$ cat src/rtl/rxfd_regs.vh
// constants shared by the receive framer and 10b/8b decoder
`ifndef RXFD_REGS_VH
`define RXFD_REGS_VH

// ----------------------------------------
// three-level select codes after resolving
// ----------------------------------------
`define RXFD_TRI_LOW 2'h0
`define RXFD_TRI_MID 2'h1
`define RXFD_TRI_HIGH 2'h2
`define RXFD_TRI_OPEN 2'h3

// ----------------------------------------
// framing patterns, first bit received in bit 9
// ----------------------------------------
`define RXFD_K285_NEG 10'h0FA
`define RXFD_K285_POS 10'h305
`define RXFD_COMMA_POS 8'h3E
`define RXFD_COMMA_NEG 8'hC1

// ----------------------------------------
// framer timing counts, in characters or bits
// ----------------------------------------
`define RXFD_CHAR_BITS 4'hA
`define RXFD_LL_MAX_STEP 4'h2
`define RXFD_LL_LAT_CHAR 4'h9
`define RXFD_LL_LAT_HALF 4'hE
`define RXFD_MB_MAX_AGE 3'h4
`define RXFD_ALT_NEEDED 3'h4

// ----------------------------------------
// receive status codes
// ----------------------------------------
`define RXFD_ST_DATA 3'h0
`define RXFD_ST_SPECIAL 3'h1
`define RXFD_ST_FRAMING 3'h2
`define RXFD_ST_RESYNC 3'h3
`define RXFD_ST_DISP_ERR 3'h5
`define RXFD_ST_INVALID 3'h6

`endif

$ cat src/rtl/rxfd_pin_sync.v
// two-flop synchroniser for asynchronous select pins
`timescale 1ns/100ps
module rxfd_pin_sync #(
  parameter WIDTH = 8
) (
  // clock and reset
  input wire clk,
  input wire rst,
  // pins and synchronised copies
  input wire [WIDTH-1:0] pin_in,
  output wire [WIDTH-1:0] pin_out
);

  genvar g;
  generate
    for (g = 0; g < WIDTH; g = g + 1) begin : g_bit
      reg meta;
      reg stable;
      always @(posedge clk) begin
        if (rst) begin
          meta <= 1'b0;
          stable <= 1'b0;
        end else begin
          meta <= pin_in[g];
          stable <= meta;
        end
      end
      assign pin_out[g] = stable;
    end
  endgenerate

endmodule // rxfd_pin_sync

$ cat src/rtl/rxfd_decoder.v
// 10b/8b decoder with status, odd parity and raw bypass
`timescale 1ns/100ps
`include "rxfd_regs.vh"
module rxfd_decoder (
  // clock and reset
  input wire clk,
  input wire rst,
  // framed character in
  input wire in_valid,
  input wire [9:0] in_char,
  input wire in_framing,
  input wire in_resync,
  input wire [1:0] dec_mode,
  // output register
  output reg out_valid,
  output reg [9:0] out_data,
  output reg [2:0] out_status,
  output reg out_parity
);

  // ----------------------------------------
  // code tables
  // ----------------------------------------
  function [5:0] dec6;
    input [5:0] c;
    case (c)
      6'h27, 6'h18: dec6 = 6'h00;
      6'h1D, 6'h22: dec6 = 6'h01;
      6'h2D, 6'h12: dec6 = 6'h02;
      6'h31: dec6 = 6'h03;
      6'h35, 6'h0A: dec6 = 6'h04;
      6'h29: dec6 = 6'h05;
      6'h19: dec6 = 6'h06;
      6'h38, 6'h07: dec6 = 6'h07;
      6'h39, 6'h06: dec6 = 6'h08;
      6'h25: dec6 = 6'h09;
      6'h15: dec6 = 6'h0A;
      6'h34: dec6 = 6'h0B;
      6'h0D: dec6 = 6'h0C;
      6'h2C: dec6 = 6'h0D;
      6'h1C: dec6 = 6'h0E;
      6'h17, 6'h28: dec6 = 6'h0F;
      6'h1B, 6'h24: dec6 = 6'h10;
      6'h23: dec6 = 6'h11;
      6'h13: dec6 = 6'h12;
      6'h32: dec6 = 6'h13;
      6'h0B: dec6 = 6'h14;
      6'h2A: dec6 = 6'h15;
      6'h1A: dec6 = 6'h16;
      6'h3A, 6'h05: dec6 = 6'h17;
      6'h33, 6'h0C: dec6 = 6'h18;
      6'h26: dec6 = 6'h19;
      6'h16: dec6 = 6'h1A;
      6'h36, 6'h09: dec6 = 6'h1B;
      6'h0E: dec6 = 6'h1C;
      6'h2E, 6'h11: dec6 = 6'h1D;
      6'h1E, 6'h21: dec6 = 6'h1E;
      6'h2B, 6'h14: dec6 = 6'h1F;
      default: dec6 = 6'h20;
    endcase
  endfunction

  function [3:0] dec4;
    input [3:0] c;
    case (c)
      4'hB, 4'h4: dec4 = 4'h0;
      4'h9: dec4 = 4'h1;
      4'h5: dec4 = 4'h2;
      4'hC, 4'h3: dec4 = 4'h3;
      4'hD, 4'h2: dec4 = 4'h4;
      4'hA: dec4 = 4'h5;
      4'h6: dec4 = 4'h6;
      4'hE, 4'h1, 4'h7, 4'h8: dec4 = 4'h7;
      default: dec4 = 4'h8;
    endcase
  endfunction

  function [2:0] ones;
    input [5:0] v;
    integer i;
    begin
      ones = 3'h0;
      for (i = 0; i < 6; i = i + 1)
        ones = ones + {2'b00, v[i]};
    end
  endfunction

  // ----------------------------------------
  // combinational decode
  // ----------------------------------------
  reg rd;
  reg next_rd;
  reg is_k28;
  reg is_k7;
  reg bad;
  reg disp_err;
  reg rd_mid;
  reg [5:0] r6;
  reg [3:0] r4;
  reg [2:0] n6;
  reg [2:0] n4;
  reg [7:0] byte_val;
  reg [9:0] next_data;
  reg [2:0] next_status;

  always @* begin
    is_k28 = (in_char[9:4] == 6'h0F) || (in_char[9:4] == 6'h30);
    // k28 in positive form inverts its trailing nibble
    r4 = dec4((in_char[9:4] == 6'h30) ? ~in_char[3:0] : in_char[3:0]);
    r6 = dec6(in_char[9:4]);
    is_k7 = ((in_char[3:0] == 4'h7) || (in_char[3:0] == 4'h8)) &&
            (r6[4:0] == 5'h17 || r6[4:0] == 5'h1B ||
             r6[4:0] == 5'h1D || r6[4:0] == 5'h1E) && !r6[5];
    n6 = ones(in_char[9:4]);
    n4 = ones({2'b00, in_char[3:0]});
    bad = (r6[5] && !is_k28) || r4[3] ||
          (n6 < 3'h2) || (n6 > 3'h4) || (n4 < 3'h1) || (n4 > 3'h3);
    rd_mid = (n6 != 3'h3) ? ~rd : rd;
    disp_err = (n6 == 3'h4 && rd) || (n6 == 3'h2 && !rd) ||
               (n4 == 3'h3 && rd_mid) || (n4 == 3'h1 && !rd_mid);
    next_rd = (n4 != 3'h2) ? ~rd_mid : rd_mid;
    byte_val = {r4[2:0], is_k28 ? 5'h1C : r6[4:0]};
    next_status = `RXFD_ST_DATA;
    if (dec_mode == `RXFD_TRI_LOW) begin
      next_data = in_char;
    end else begin
      if ((is_k28 || is_k7) && dec_mode == `RXFD_TRI_HIGH)
        next_data = {3'b000, byte_val[7:5], byte_val[3:0]};
      else
        next_data = {2'b00, byte_val};
      if (in_resync)
        next_status = `RXFD_ST_RESYNC;
      else if (bad)
        next_status = `RXFD_ST_INVALID;
      else if (disp_err)
        next_status = `RXFD_ST_DISP_ERR;
      else if (in_framing)
        next_status = `RXFD_ST_FRAMING;
      else if (is_k28 || is_k7)
        next_status = `RXFD_ST_SPECIAL;
    end
  end

  // ----------------------------------------
  // output register
  // ----------------------------------------
  always @(posedge clk) begin
    if (rst) begin
      rd <= 1'b0;
      out_valid <= 1'b0;
      out_data <= 10'h000;
      out_status <= `RXFD_ST_DATA;
      out_parity <= 1'b1;
    end else begin
      out_valid <= in_valid;
      if (in_valid) begin
        if (dec_mode != `RXFD_TRI_LOW)
          rd <= next_rd;
        out_data <= next_data;
        out_status <= next_status;
        out_parity <= ~^next_data;
      end
    end
  end

endmodule // rxfd_decoder

$ cat src/rtl/rxfd_top.v
// receive character framer with 10b/8b decoder behind it
//
// Functional notes
// - with framing on, search for the pattern at all ten bit offsets.
// - select at mid matches eight-bit comma of either polarity.
// - select high matches full ten-bit K28.5 either disparity; low unused.
// - comma compare covers eight bits, eighth being inverse of seventh.
// - framer enable low freezes the current character boundary.
// - framer enable high applies the framer mode currently selected.
// - low-latency mode starts on first detection and stretches the clock.
// - a stretched character period grows by at most two bits.
// - character-rate output, framed characters within nine cycles.
// - other output rate, framed characters within fourteen cycles.
// - first multi-byte mode never shifts clock phase, moves data instead.
// - first multi-byte mode needs two hits within fifty bits, same offset.
// - alternate mode needs four consecutive hits on the same offset.
// - decoded data characters carry status 000.
// - decoded special characters carry status 001.
// - framing, invalid, disparity and resync use other status values.
// - odd parity is generated over each output character.
// - decoder mode low passes raw ten-bit characters to the output.
// - decoder mode mid maps specials with the primary column.
// - decoder mode high maps specials with the alternate column.
`timescale 1ns/100ps
`include "rxfd_regs.vh"
module rxfd_top (
  // clock and reset
  input wire clk,
  input wire rst,
  // deserialised bits, first received in bit 9, same clock
  input wire [9:0] rx_raw_in,
  // framer controls from pins
  input wire framer_enable_in,
  input wire [1:0] framing_pattern_select,
  input wire [1:0] framer_mode_select,
  input wire rx_output_clock_rate,
  // decoder control from pins
  input wire [1:0] decoder_mode_select,
  // output register
  output wire [9:0] rx_data_out,
  output wire [2:0] rx_status_code,
  output wire rx_parity,
  output wire rx_char_valid,
  // framer state
  output reg [3:0] rx_boundary_offset,
  output reg rx_framer_aligning
);

  // ----------------------------------------
  // low-latency framer states
  // ----------------------------------------
  localparam ST_HUNT = 2'b01;
  localparam ST_STRETCH = 2'b10;

  // ----------------------------------------
  // pin synchronisation and select resolving
  // ----------------------------------------
  wire [7:0] pin_s;
  wire fen;
  wire rate_half;
  wire [1:0] fchar;
  wire [1:0] fmode;
  wire [1:0] dmode;

  function [1:0] tri_res;
    input [1:0] v;
    // open pin floats to the middle level
    tri_res = (v == `RXFD_TRI_OPEN) ? `RXFD_TRI_MID : v;
  endfunction

  rxfd_pin_sync #(
    .WIDTH(8)
  ) u_pin_sync (
    .clk(clk),
    .rst(rst),
    .pin_in({framer_enable_in, framing_pattern_select,
             framer_mode_select, decoder_mode_select,
             rx_output_clock_rate}),
    .pin_out(pin_s)
  );

  assign fen = pin_s[7];
  assign fchar = tri_res(pin_s[6:5]);
  assign fmode = tri_res(pin_s[4:3]);
  assign dmode = tri_res(pin_s[2:1]);
  assign rate_half = pin_s[0];

  // ----------------------------------------
  // bit history and pattern search
  // ----------------------------------------
  reg [19:0] hist;
  wire [9:0] hit;

  always @(posedge clk) begin
    if (rst)
      hist <= 20'h00000;
    else
      hist <= {hist[9:0], rx_raw_in};
  end

  genvar g;
  generate
    for (g = 0; g < 10; g = g + 1) begin : g_off
      wire [9:0] win;
      wire full_hit;
      wire comma_hit;
      assign win = hist[19-g -: 10];
      assign full_hit = (win == `RXFD_K285_NEG) ||
                        (win == `RXFD_K285_POS);
      // eight bits compared, not seven, to cut false framing
      assign comma_hit = (win[9:2] == `RXFD_COMMA_POS) ||
                         (win[9:2] == `RXFD_COMMA_NEG);
      // low select is reserved and never matches
      assign hit[g] = (fchar == `RXFD_TRI_HIGH) ? full_hit :
                      (fchar == `RXFD_TRI_MID) ? comma_hit :
                      1'b0;
    end
  endgenerate

  // lowest offset wins when more than one matches
  reg any_hit;
  reg [3:0] hit_off;
  integer k;

  always @* begin
    any_hit = |hit;
    hit_off = 4'h0;
    for (k = 9; k >= 0; k = k - 1) begin
      if (hit[k])
        hit_off = k[3:0];
    end
  end

  // ----------------------------------------
  // character at the current boundary
  // ----------------------------------------
  reg [9:0] cur_char;
  wire frame_at_cur;

  always @* begin
    cur_char = hist[(19 - rx_boundary_offset) -: 10];
  end

  assign frame_at_cur = hit[rx_boundary_offset];

  // ----------------------------------------
  // low-latency stretch step
  // ----------------------------------------
  reg [1:0] state;
  reg [3:0] ll_target;
  reg [3:0] ll_dist;
  reg [3:0] ll_step;
  reg [4:0] ll_sum;
  reg [3:0] ll_next_off;
  reg [3:0] ll_cnt;
  reg half_phase;
  wire ll_step_en;
  wire [3:0] ll_limit;

  always @* begin
    if (ll_target >= rx_boundary_offset)
      ll_dist = ll_target - rx_boundary_offset;
    else
      ll_dist = ll_target + `RXFD_CHAR_BITS - rx_boundary_offset;
    ll_step = (ll_dist > `RXFD_LL_MAX_STEP) ?
              `RXFD_LL_MAX_STEP : ll_dist;
    ll_sum = {1'b0, rx_boundary_offset} + {1'b0, ll_step};
    if (ll_sum >= {1'b0, `RXFD_CHAR_BITS})
      ll_next_off = ll_sum[3:0] - `RXFD_CHAR_BITS;
    else
      ll_next_off = ll_sum[3:0];
  end

  // half-rate output clock stretches on every other character
  assign ll_step_en = !rate_half || half_phase;
  assign ll_limit = rate_half ? `RXFD_LL_LAT_HALF : `RXFD_LL_LAT_CHAR;

  // ----------------------------------------
  // multi-byte framer trackers
  // ----------------------------------------
  reg mb_armed;
  reg [3:0] mb_off;
  reg [2:0] mb_age;
  reg [2:0] alt_cnt;
  reg [3:0] alt_off;
  reg resync;
  wire mb_confirm;
  wire alt_confirm;

  // second hit at most four characters later stays inside fifty bits
  assign mb_confirm = any_hit && mb_armed && (hit_off == mb_off) &&
                      (mb_age < `RXFD_MB_MAX_AGE);
  assign alt_confirm = any_hit && (alt_cnt != 3'h0) &&
                       (hit_off == alt_off) &&
                       (alt_cnt + 3'h1 == `RXFD_ALT_NEEDED);

  // ----------------------------------------
  // framer control
  // ----------------------------------------
  always @(posedge clk) begin
    if (rst) begin
      state <= ST_HUNT;
      rx_boundary_offset <= 4'h0;
      rx_framer_aligning <= 1'b0;
      ll_target <= 4'h0;
      ll_cnt <= 4'h0;
      half_phase <= 1'b0;
      mb_armed <= 1'b0;
      mb_off <= 4'h0;
      mb_age <= 3'h0;
      alt_cnt <= 3'h0;
      alt_off <= 4'h0;
      resync <= 1'b0;
    end else begin
      resync <= 1'b0;
      half_phase <= ~half_phase;
      if (!fen) begin
        // boundary frozen, partial searches dropped
        state <= ST_HUNT;
        rx_framer_aligning <= 1'b0;
        mb_armed <= 1'b0;
        alt_cnt <= 3'h0;
      end else begin
        case (fmode)
          `RXFD_TRI_LOW: begin
            mb_armed <= 1'b0;
            alt_cnt <= 3'h0;
            case (state)
              ST_HUNT: begin
                if (any_hit && hit_off != rx_boundary_offset) begin
                  ll_target <= hit_off;
                  ll_cnt <= 4'h0;
                  state <= ST_STRETCH;
                  rx_framer_aligning <= 1'b1;
                end
              end
              ST_STRETCH: begin
                ll_cnt <= ll_cnt + 4'h1;
                if (ll_dist == 4'h0 || ll_cnt + 4'h1 >= ll_limit) begin
                  state <= ST_HUNT;
                  rx_framer_aligning <= 1'b0;
                  resync <= 1'b1;
                end else if (ll_step_en) begin
                  rx_boundary_offset <= ll_next_off;
                end
              end
              default: begin
                state <= ST_HUNT;
                rx_framer_aligning <= 1'b0;
              end
            endcase
          end
          `RXFD_TRI_HIGH: begin
            state <= ST_HUNT;
            rx_framer_aligning <= 1'b0;
            mb_armed <= 1'b0;
            if (!any_hit) begin
              alt_cnt <= 3'h0;
            end else if (alt_confirm) begin
              // data realigned, clock phase left alone
              rx_boundary_offset <= hit_off;
              resync <= (hit_off != rx_boundary_offset);
              alt_cnt <= 3'h0;
            end else if (alt_cnt != 3'h0 && hit_off == alt_off) begin
              alt_cnt <= alt_cnt + 3'h1;
            end else begin
              alt_cnt <= 3'h1;
              alt_off <= hit_off;
            end
          end
          default: begin
            state <= ST_HUNT;
            rx_framer_aligning <= 1'b0;
            alt_cnt <= 3'h0;
            if (mb_confirm) begin
              rx_boundary_offset <= hit_off;
              resync <= (hit_off != rx_boundary_offset);
              mb_age <= 3'h0;
            end else if (any_hit) begin
              mb_armed <= 1'b1;
              mb_off <= hit_off;
              mb_age <= 3'h0;
            end else if (mb_armed) begin
              if (mb_age >= `RXFD_MB_MAX_AGE)
                mb_armed <= 1'b0;
              else
                mb_age <= mb_age + 3'h1;
            end
          end
        endcase
      end
    end
  end

  // ----------------------------------------
  // decoder and output register
  // ----------------------------------------
  // a stretched character period yields no character
  wire char_valid;
  assign char_valid = (state != ST_STRETCH);

  rxfd_decoder u_decoder (
    .clk(clk),
    .rst(rst),
    .in_valid(char_valid),
    .in_char(cur_char),
    .in_framing(frame_at_cur),
    .in_resync(resync),
    .dec_mode(dmode),
    .out_valid(rx_char_valid),
    .out_data(rx_data_out),
    .out_status(rx_status_code),
    .out_parity(rx_parity)
  );

endmodule // rxfd_top

$ cat config.mk
export PLATFORM = sky130hd
export DESIGN_NAME = rxfd_top
export DESIGN_NICKNAME = d
export VERILOG_FILES = /design/src/rtl/rxfd_pin_sync.v /design/src/rtl/rxfd_decoder.v /design/src/rtl/rxfd_top.v
export VERILOG_INCLUDE_DIRS = /design/src /design/src/rtl
export SDC_FILE = /design/constraint.sdc
export NUM_CORES = 1
export LEC_CHECK = 0
export BUFFER_PORTS_ARGS = -buffer_cell sky130_fd_sc_hd__buf_2
export CAP_MARGIN = 20
export CORE_AREA = 3 3 123 101
export DETAILED_ROUTE_END_ITERATION = 8
export DIE_AREA = 0 0 126 104
export GPL_TIMING_DRIVEN = 0
export PLACE_DENSITY = 0.92
export SLEW_MARGIN = 5
export SYNTH_ARGS = -nofsm -noshare
export SYNTH_HDL_FRONTEND = slang
export SYNTH_SLANG_ARGS = --single-unit
export TNS_END_PERCENT = 30
$ cat constraint.sdc
create_clock -name clk -period 10 [get_ports clk]
set_clock_uncertainty 0.2 [all_clocks]
set_input_delay 0.5 -clock clk [delete_from_list [all_inputs] [get_ports clk]]
set_output_delay 0.5 -clock clk [all_outputs]
set_load 0.1 [all_outputs]
======== Word-level counts from Yosys, hierarchy flattened ========
Memory sizes are Yosys's and may differ from the RTL's.
Index checks and enable logic that the tools add are counted.
storage, ports and cells
  logic and storage cells ................. 315
  memories ................................ 2
  input bits .............................. 20
  output and inout bits ................... 20
  bits in read-only memories .............. 448
  bits in registers ....................... 84
memory list
  memory            depth  width  read ports  clocked after memory_dff  wr ports  RTL line           source
  (name not given)  64     6      1           0                         0         rxfd_decoder.v:26  case (c)
  (name not given)  16     4      1           0                         0         rxfd_decoder.v:65  case (c)
cells by class
  mux-type cells .......................... 80
  add/subtract/negate cells ............... 17
  reduce and logical (&&, ||, !) cells .... 81
  eq/ne operators ......................... 76
  magnitude comparators ................... 11
  shifts and indexed selects .............. 1
  bitwise logic cells ..................... 12
operators with widths
  operator                                                                 count
  10-bit equality test (second input constant)                             10
  10-bit by 8-bit equality test with 1-bit output (second input constant)  10
  4-bit two-way mux                                                        21
  8-bit by 6-bit equality test with 1-bit output (second input constant)   10
  8-bit equality test (second input constant)                              10
  1-bit logical OR                                                         36
  1-bit two-way mux                                                        35
  29-bit by 33-bit variable part select with 10-bit output                 1
  3-bit two-way mux                                                        10
  5-bit equality test (second input constant)                              4
  3-bit by 1-bit adder with 3-bit output                                   6
  1-bit logical AND                                                        16
  4-bit one-hot mux with 2 select lines                                    2
  4-bit AND reduction                                                      4
  2-bit equality test (second input constant)                              7
  2-bit != test (second input constant)                                    7
  1-bit inverter                                                           11
  10-bit two-way mux                                                       1
  2-bit two-way mux                                                        5
  10-bit OR reduction                                                      1
  10-bit XNOR reduction                                                    1
  3-bit nonzero test                                                       3
  4-bit equality test                                                      2
  4-bit >= comparator                                                      2
  47 further kinds                                                         63

======== Longest topological paths before layout ========
Gate-level depths: netlist of the first run.
  depth after elaboration ................. 21
  mapped depth ............................ 26
  depth with buffers taken out ............ 22

======== Modules after synthesis ========
Synthesis of the first run repeated with hierarchy kept, for this count alone.
unflattened totals
  cells, all modules ...................... 926
  area total of the unflattened synthesis .. 7240.7 um^2
by module, submodules not included
  module         area an instance (um^2)  cells an instance  seq. area each (um^2)  instances
  rxfd_top       4590.7                   604                1021.0                 1
  rxfd_decoder   2125.8                   281                320.3                  1
  rxfd_pin_sync  524.3                    41                 320.3                  1

======== Least setup slack after synthesis of the first run ========
No wires, ideal clock.
  path type ............................... register -> register
  start point ............................. register rx_boundary_offset[2]
  end point ............................... register u_decoder.out_status[0]
  arrival ................................. 6423 ps
  clock period less this slack ............ 6694 ps
  library setup time ...................... 70 ps
  buffers on the path ..................... 5
  stages on the path, launching flop included .. 25
  data required time ...................... 9730 ps
  slack ................................... 3306 ps
  path through ............................ dfxtp_1 > buf_2 > buf_2 > inv_2 > ha_1 > buf_2 > buf_2 > clkbuf_1 > mux2i_1 > mux2i_1 > o221ai_1 > inv_1 > ha_1 > fa_1 > fa_1 > fa_1 > nor2b_1 > nor2_1 > a211oi_1 > nand4_1 > a221o_1 > o21bai_1 > nor2_1 > o211ai_1 > a21oi_1
on the way
  word-level cells in the longest chain between the ends .. 16
  elaborated cells on any way between the ends .. 64
  classes of those cells .................. 9 x add/sub; 4 x order compare; 13 x eq/ne; 1 x shift; 10 x mux; 1 x bitwise; 24 x reduce/logical; 2 x memory
ends and longest elaborated chain
  element                                                                                          RTL line                                source
  start, declared                                                                                  rxfd_top.v:45                           output reg [3:0] rx_boundary_offset,
  start signal, assigned                                                                           rxfd_top.v:244                          rx_boundary_offset <= ll_next_off;
  start signal, assigned                                                                           rxfd_top.v:261                          rx_boundary_offset <= hit_off;
  start signal, assigned                                                                           rxfd_top.v:276                          rx_boundary_offset <= hit_off;
  5-bit by 4-bit subtractor with 6-bit output                                                      rxfd_top.v:141                          cur_char = hist[(19 - rx_boundary_offset) -: 10];
  29-bit by 33-bit variable part select with 10-bit output                                         rxfd_top.v:141
  1-bit by 1-bit adder with 2-bit output / memory 64 x 6 bit (equally long branches)               n/a
  3-bit by 1-bit adder with 3-bit output / 5-bit equality test (equally long branches)             rxfd_decoder.v:84, rxfd_decoder.v:112
  3-bit by 1-bit adder with 3-bit output / 1-bit logical OR (equally long branches) (2 in series)  rxfd_decoder.v:84, rxfd_decoder.v:112
  3-bit by 1-bit adder with 3-bit output / 1-bit logical OR (equally long branches)                rxfd_decoder.v:84, rxfd_decoder.v:113
  3-bit by 2-bit != test with 1-bit output (tied with other cells)                                 rxfd_decoder.v:118                      rd_mid = (n6 != 3'h3) ? ~rd : rd;
  1-bit two-way mux (tied with other cells)                                                        rxfd_decoder.v:118
  1-bit logical AND (tied with other cells)                                                        rxfd_decoder.v:120                      (n4 == 3'h3 && rd_mid) || (n4 == 3'h1 && !rd_mid);
  1-bit logical OR (tied with other cells)                                                         rxfd_decoder.v:119                      disp_err = (n6 == 3'h4 && rd) || (n6 == 3'h2 && !rd) ||
  1-bit logical OR / 3-bit two-way mux (equally long branches)                                     rxfd_decoder.v:120, rxfd_decoder.v:137
  3-bit two-way mux                                                                                rxfd_decoder.v:135                      else if (disp_err)
  3-bit two-way mux (*)                                                                            rxfd_decoder.v:133                      else if (bad)
  3-bit two-way mux (*)                                                                            rxfd_decoder.v:131                      if (in_resync)
  3-bit two-way mux (*)                                                                            rxfd_decoder.v:124                      if (dec_mode == `RXFD_TRI_LOW) begin
  end signal, assigned                                                                             rxfd_decoder.v:152                      out_status <= `RXFD_ST_DATA;
  end signal, assigned                                                                             rxfd_decoder.v:160                      out_status <= next_status;
  end, declared                                                                                    rxfd_decoder.v:17                       output reg [2:0] out_status,
Every way passes the cells marked *; elsewhere a longest branch is shown, timed or not. The select of a mux whose other input is x is not followed.
A chain may end at the register's enable or synchronous reset.

======== Final worst setup path of the first run ========
  start point ............................. register rx_boundary_offset[2]
  end point ............................... register u_decoder.out_parity
on the way
  word-level cells in the longest chain between the ends .. 14
  elaborated cells on any way between the ends .. 28
  classes of those cells .................. 1 x add/sub; 8 x eq/ne; 1 x shift; 4 x mux; 1 x bitwise; 11 x reduce/logical; 2 x memory
ends and longest elaborated chain
  element                                                       RTL line            source
  5-bit by 4-bit subtractor with 6-bit output (*)               rxfd_top.v:141
  29-bit by 33-bit variable part select with 10-bit output (*)  rxfd_top.v:141
  memory 64 x 6 bit                                             n/a
  5-bit equality test                                           rxfd_decoder.v:112  (r6[4:0] == 5'h17 || r6[4:0] == 5'h1B ||
  1-bit logical OR (2 in series)                                rxfd_decoder.v:112
  1-bit logical OR                                              rxfd_decoder.v:113  r6[4:0] == 5'h1D || r6[4:0] == 5'h1E) && !r6[5];
  1-bit logical AND                                             rxfd_decoder.v:111  is_k7 = ((in_char[3:0] == 4'h7) || (in_char[3:0] == 4'h8)) &&
  1-bit logical AND                                             rxfd_decoder.v:113
  1-bit logical OR                                              rxfd_decoder.v:127  if ((is_k28 || is_k7) && dec_mode == `RXFD_TRI_HIGH)
  1-bit logical AND (no line)                                   n/a
  8-bit two-way mux                                             rxfd_decoder.v:127
  10-bit two-way mux (*)                                        rxfd_decoder.v:124
  10-bit XNOR reduction (*)                                     rxfd_decoder.v:161  out_parity <= ~^next_data;
  end signal, assigned                                          rxfd_decoder.v:161
  end, declared                                                 rxfd_decoder.v:18   output reg out_parity
Every way passes the cells marked *; elsewhere a longest branch is shown, timed or not.

==> reports/results.ini, run 1 <==
[layout]
drive_above_1_share_pct=13.4
antennaDiodeCount=0
nets=1024
fin_util_pct=69.9
final_common_cell=nor2_1
final_cell_mix=nor2_1 (101), dfxtp_1 (83), nand2_1 (65)
areaGrowthSynthToFinish_pct=9.29

[synth]
syn_area_sq_um=7290
ys_seq_area_share_pct=22.8
ys.flop_type=dfxtp_1
synth_seq_cells=83
synth-async-reset-ratio_pct=0
synth_warnings=0
postSynthCellCount=907
synth_edf_count=0
syn_avg_cell_area_sq_um=8.03
synth_cell_types=90

[worst_setup_path]
worstPathCellList=buf_2 > buf_2 > inv_2 > ha_1 > buf_2 > buf_2 > clkbuf_1 > mux2i_1 > mux2i_1 > o221ai_1 > inv_1 > ha_1 > clkbuf_1 > mux2i_1 > a21oi_1 > a211oi_1 > xnor2_1 > a2111oi_2 > nor2_1 > a31oi_1 > xnor2_1 > xnor3_1 > o21ai_1
cp_slowest_cell=a211oi_1
critPathMostFrequentCell=buf_2
worstPathRequired_ps=10080
crit_path_end_kind=flop
path_delay_family=compound AO/OA/AOI/OAI gates
cp_slowest_stage_delay_ps=630
path_max_fanout=11
crit_type=flop to flop
path_buf_inv=8
cp-start-kind=flop
cp.arrival_ps=7900

[pwr]
finalPower_mw=0.893
p_comb_share_pct=23.3
p_clk_share_pct=37.0
powerDensity_nw_per_um2=112
intPower_mw=0.590
ir_worst_vdd_uv=94.8
p_sw_mw=0.303
p_sw_share_pct=33.9
pwr-share-seq_pct=39.7
p_leak_nw=3.19

[routing]
drtIter0Drc=1109
dr_total_vias=7457
drc_errors=0
first_pass_iters=6
drt-vias-per-instance=6.71
wl_mm=21.3
wl_per_cell_microns=19.2
ant_nets=0

[grt]
grt_pass1_vias=6998
grt_overflow=0
grt_pass1_wl_mm=34.7
grtUsageTotal_pct=31.7
antenna_found_initial=0
grt_max_degree=18

[min_path]
hold_class=primary input to flop

[sta]
period_minus_slack_ps=7820
drv_slew=0
final-setup-viol-count=0
period_share_pct=78.2
max_slew_margin_pct=25.4
tightest_slew_ps=1110
fmaxAchievable_mhz=128
timing.final.hold_violations=0
rsz0062_at_grt=no
final.setup.tns_ps=0

[place]
place_congestion=0.983
dp_hpwl_mm=15.3
portBuffers=38

[clock_network]
cts_hold_buf=0
path_clk_slew_ps=70
cts_made_buffers=9
cts_setup_buffers=0
ctsResizeCount=0
tritoncts=yes
insertion_delay_ps=350
h-tree-depth=3
cts_max_path_buffers=2
cts.sinks=83
cts_root_buffer=clkbuf_16

[floorplanning]
start_util_pct=64.0
core_area_sq_um=11400
dieArea_sq_um=13100
fp.dieW_microns=126
ios=40
fp.dieH_microns=104
row_count=35

[status]
status=finished, final reports clean

[job]
max_cap_violations=0

==> synth_stat cells, drive strengths merged (8+ instances only) <==
cell type  count  area share [%]
clkbuf        36             1.9
mux2          14             2.2
a21oi         56             3.9
nand4         11            0.94
nand2         65             3.3
nand3         19             1.4
o21ai         36             2.5
nor4          13             1.1
and2           8            0.69
a211oi        15             1.5
nor3          27             1.9
buf           20             2.1
mux4          12             3.8
nand2b        18             1.5
or4            8            0.88
fa             8             2.2
dfxtp         83              23
xor2           9             1.2
inv           46             2.4
mux2i         34             4.7
nor2         102             5.4
a21o          11             1.1
o211ai        12             1.3
nor2b         50             4.3
xnor2         26             3.3
ha            38             6.5
==> final timing paths <==
check | start | endpoint | slack (ps) | cells past startpoint
worst max-delay path | rx_boundary_offset[2] | u_decoder.out_parity | 2180 | 23
worst min-delay path | rx_raw_in[0] | hist[0] | 160 | 2
worst min register to register | half_phase | half_phase | 230 | 1
worst max register to register | rx_boundary_offset[2] | u_decoder.out_parity | 2180 | 23
==> state kept, by name, indices dropped and copies added, names as in the netlist, 3 cells and up <==
| name | count |
|---|---|
| alt_cnt | 3 |
| alt_off | 4 |
| hist | 20 |
| ll_cnt | 4 |
| ll_target | 4 |
| mb_age | 3 |
| mb_off | 4 |
| rx_boundary_offset | 4 |
| u_decoder.out_data | 10 |
| u_decoder.out_status | 3 |
| u_pin_sync.g_bit.meta | 8 |
| u_pin_sync.g_bit.stable | 8 |
==> power groups by stage <==
| stage | clock (mW) | sequential [mW] | combinational [mW] |
|---|---|---|---|
| after floorplan | 0 | 0.392 | 0.125 |
| after global placement | 0 | 0.360 | 0.197 |
| after detailed placement | 0 | 0.361 | 0.201 |
| after CTS | 0.330 | 0.353 | 0.204 |
| after global routing | 0.342 | 0.355 | 0.222 |
| final | 0.330 | 0.354 | 0.208 |
==> routing by layer <==
layer	share of wire, %	track usage, %	wire [microns]
met5	0	0	0
met4	2.7	11.9	568
met3	11	5.24	2300
met2	45	49.4	9630
met1	41	44.1	8850
==> cell type report <==
| cell class | count | area [sq um] |
|---|---|---|
| Timing Repair Buffer | 39 | 195 |
| Multi-Input combinational cell | 723 | 5170 |
| Inverter | 46 | 173 |
| Fill cell | 860 | 3420 |
| Clock inverter | 7 | 67.6 |
| Buffer | 56 | 289 |
| Tap cell | 148 | 185 |
| Clock buffer | 9 | 225 |
| Sequential cell | 83 | 1660 |
==> cells by family after synthesis <==
group,count (synthesis),synth area share [%]
muxes,60,10.6
adders and majority gates,46,8.72
and+or+nand+nor,361,25.5
xor gates and xnor gates,36,4.83
AOI/OAI and AO/OA,218,21.1
DFF,83,22.8
other,1,0.0515
buffers and inverters,102,6.34
==> per-stage QoR <==
step / area, sq um / setup WS (ps) / hold slack [ps] / instances
2_1_floorplan: 7290 / 3310 / 186 / 908
3_3_place_gp: 7660 / 2610 / 197 / 1094
3_5_place_dp: 7660 / 2500 / 206 / 1094
4_1_cts: 7960 / 2440 / 160 / 1110
5_1_grt: 7960 / 1700 / 170 / 1111
6_report: 7960 / 2180 / 156 / 1111
Power figures use the tool's default switching activity.
==> run 2: changes to the inputs <==
CORE_AREA = 3 3 131 108   (was 3 3 123 101)
DIE_AREA = 0 0 134 111   (was 0 0 126 104)
PLACE_DENSITY = 0.86   (was 0.92)
clock period = 7.1 ns   (was 10 ns; I/O delays follow)
==> run 2 against run 1 <==
Via count decreased by 2.7%. Total power increased by 41%. Maximum frequency up 15%. Core utilization down 7.2 points. Cell area increased by 1.0%. Flip-flop and latch count is the same.
==> reports/results.ini, run 2 (synthesis gave the netlist of run 1 again) <==
[status]
status=finished, final reports clean

[sta]
final-setup-viol-count=0
drv_slew=0
period_minus_slack_ps=6820
period_share_pct=96.0
rsz0062_at_grt=no
timing.final.hold_violations=0
fmaxAchievable_mhz=147
tightest_slew_ps=1020
max_slew_margin_pct=31.1

[worst_setup_path]
cp_slowest_cell=or4_1
path_max_fanout=11
worstPathRequired_ps=7170
critPathMostFrequentCell=buf_2
crit_path_end_kind=flop
cp_slowest_stage_delay_ps=490
path_delay_family=buffers and inverters
crit_type=flop to flop
crit_start=rx_boundary_offset[2]
timing.rr.start=rx_boundary_offset[2]
ff2ff_path_depth=22
cp-start-kind=flop
r2r_slack_ps=280
path_buf_inv=7
worstPathCellList=buf_2 > clkbuf_4 > inv_2 > ha_1 > buf_2 > buf_2 > inv_1 > o32a_1 > o22a_2 > inv_1 > ha_1 > or3b_2 > a211oi_1 > nor4_1 > a211oi_2 > xnor2_1 > a2111oi_4 > or4_1 > nand3_1 > xor2_1 > xnor3_1 > o21ai_1
rr_endpoint=u_decoder.out_parity
cp.arrival_ps=6880

[pwr]
p_leak_nw=3.22
powerDensity_nw_per_um2=157
ir_worst_vdd_uv=142

[clock_network]
cts_max_path_buffers=2
tritoncts=yes
cts_root_buffer=clkbuf_16
path_clk_slew_ps=70
insertion_delay_ps=350
cts_made_buffers=9
cts.sinks=83
h-tree-depth=3

[grt]
antenna_found_initial=0
grt_max_degree=19
grt_overflow=0
grtUsageTotal_pct=26.8
grt_pass1_vias=6474
grt_pass1_wl_mm=32.9

[layout]
largest_reg_flops=20
drive_above_1_share_pct=14.1
fin_util_pct=62.7
top_register=hist
antennaDiodeCount=0
reg.largest.list=hist: 20 flops, u_decoder.out_data: 10 flops
final_cell_mix=nor2_1 (101), dfxtp_1 (82), nand2_1 (65)
fin_cells=1139
areaGrowthSynthToFinish_pct=10.4
nets=1025
final_common_cell=nor2_1

[min_path]
holdPathStages=2
hp-start=framer_enable_in
min_to=u_pin_sync.g_bit[7].meta
hold_class=primary input to flop

[job]
max_cap_violations=0

[floorplanning]
fp.dieH_microns=111
fp.dieW_microns=134
dieArea_sq_um=14900
core_area_sq_um=12800
ios=40
row_count=37
start_util_pct=56.8

[place]
numPlacedInstances=1121
place_congestion=1.01
dp_hpwl_mm=15.0
portBuffers=38

[routing]
first_pass_iters=6
wl_mm=20.5
dr_total_vias=7253
drt-vias-per-instance=6.37
drc_errors=0
wl_per_cell_microns=18.0
ant_nets=0
drtIter0Drc=1076

==> run 2: repair_timing <==
item	in CTS	in global routing
buffers inserted	0	1
setup endpoints to repair	4	4
gates resized for setup	2	7
pin swaps	0	1
hold buffers	0	0
==> run 2: power breakdown <==
part           total, mW  internal [mW]  switching (mW)
sequential         0.499          0.483          0.0160
clock              0.469          0.250           0.219
combinational      0.295          0.102           0.193
total               1.26          0.834           0.428
==> run 2: stage by stage <==
step | power, mW | worst slack, ps | area [sq um] | hold slack, ps | TNS, ps
final | 1.26 | 284 | 8040 | 11.3 | 0
after detailed placement | 0.791 | -235 | 7700 | 202 | -534
after global placement | 0.786 | -115 | 7700 | 195 | -303
after floorplan | 0.728 | 406 | 7290 | 186 | 0
after CTS | 1.25 | 23.6 | 8020 | 10.7 | 0
after global routing | 1.30 | 3.83 | 8040 | 19.9 | 0
==> run 2: routing by layer <==
layer  track usage [%]  wire length, microns  vias up
li1                  -                     -     3399
met1              38.8                  9010     3385
met2              40.5                  8950      426
met3              4.63                  2140       43
met4              8.43                   428        0
met5                 0                     0        -
==> run 2: worst max-delay path by stage <==
| stage | endpoint | cells after the start |
|---|---|---|
| floorplan | u_decoder.out_status[0] | 24 |
| global placement | u_decoder.out_status[0] | 24 |
| detailed placement | u_decoder.out_parity | 23 |
| CTS | u_decoder.out_parity | 23 |
| global route | u_decoder.out_status[0] | 24 |
| finish | u_decoder.out_parity | 22 |
==> run 2: area by class of cell <==
type / instances / area [sq um]
multi-input combinational: 723 / 5190
fill: 1108 / 4780
sequential: 83 / 1660
buffer: 56 / 293
clock buffer: 9 / 225
tap: 175 / 219
timing repair buffer: 40 / 203
inverter: 46 / 173
clock inverter: 7 / 73.8
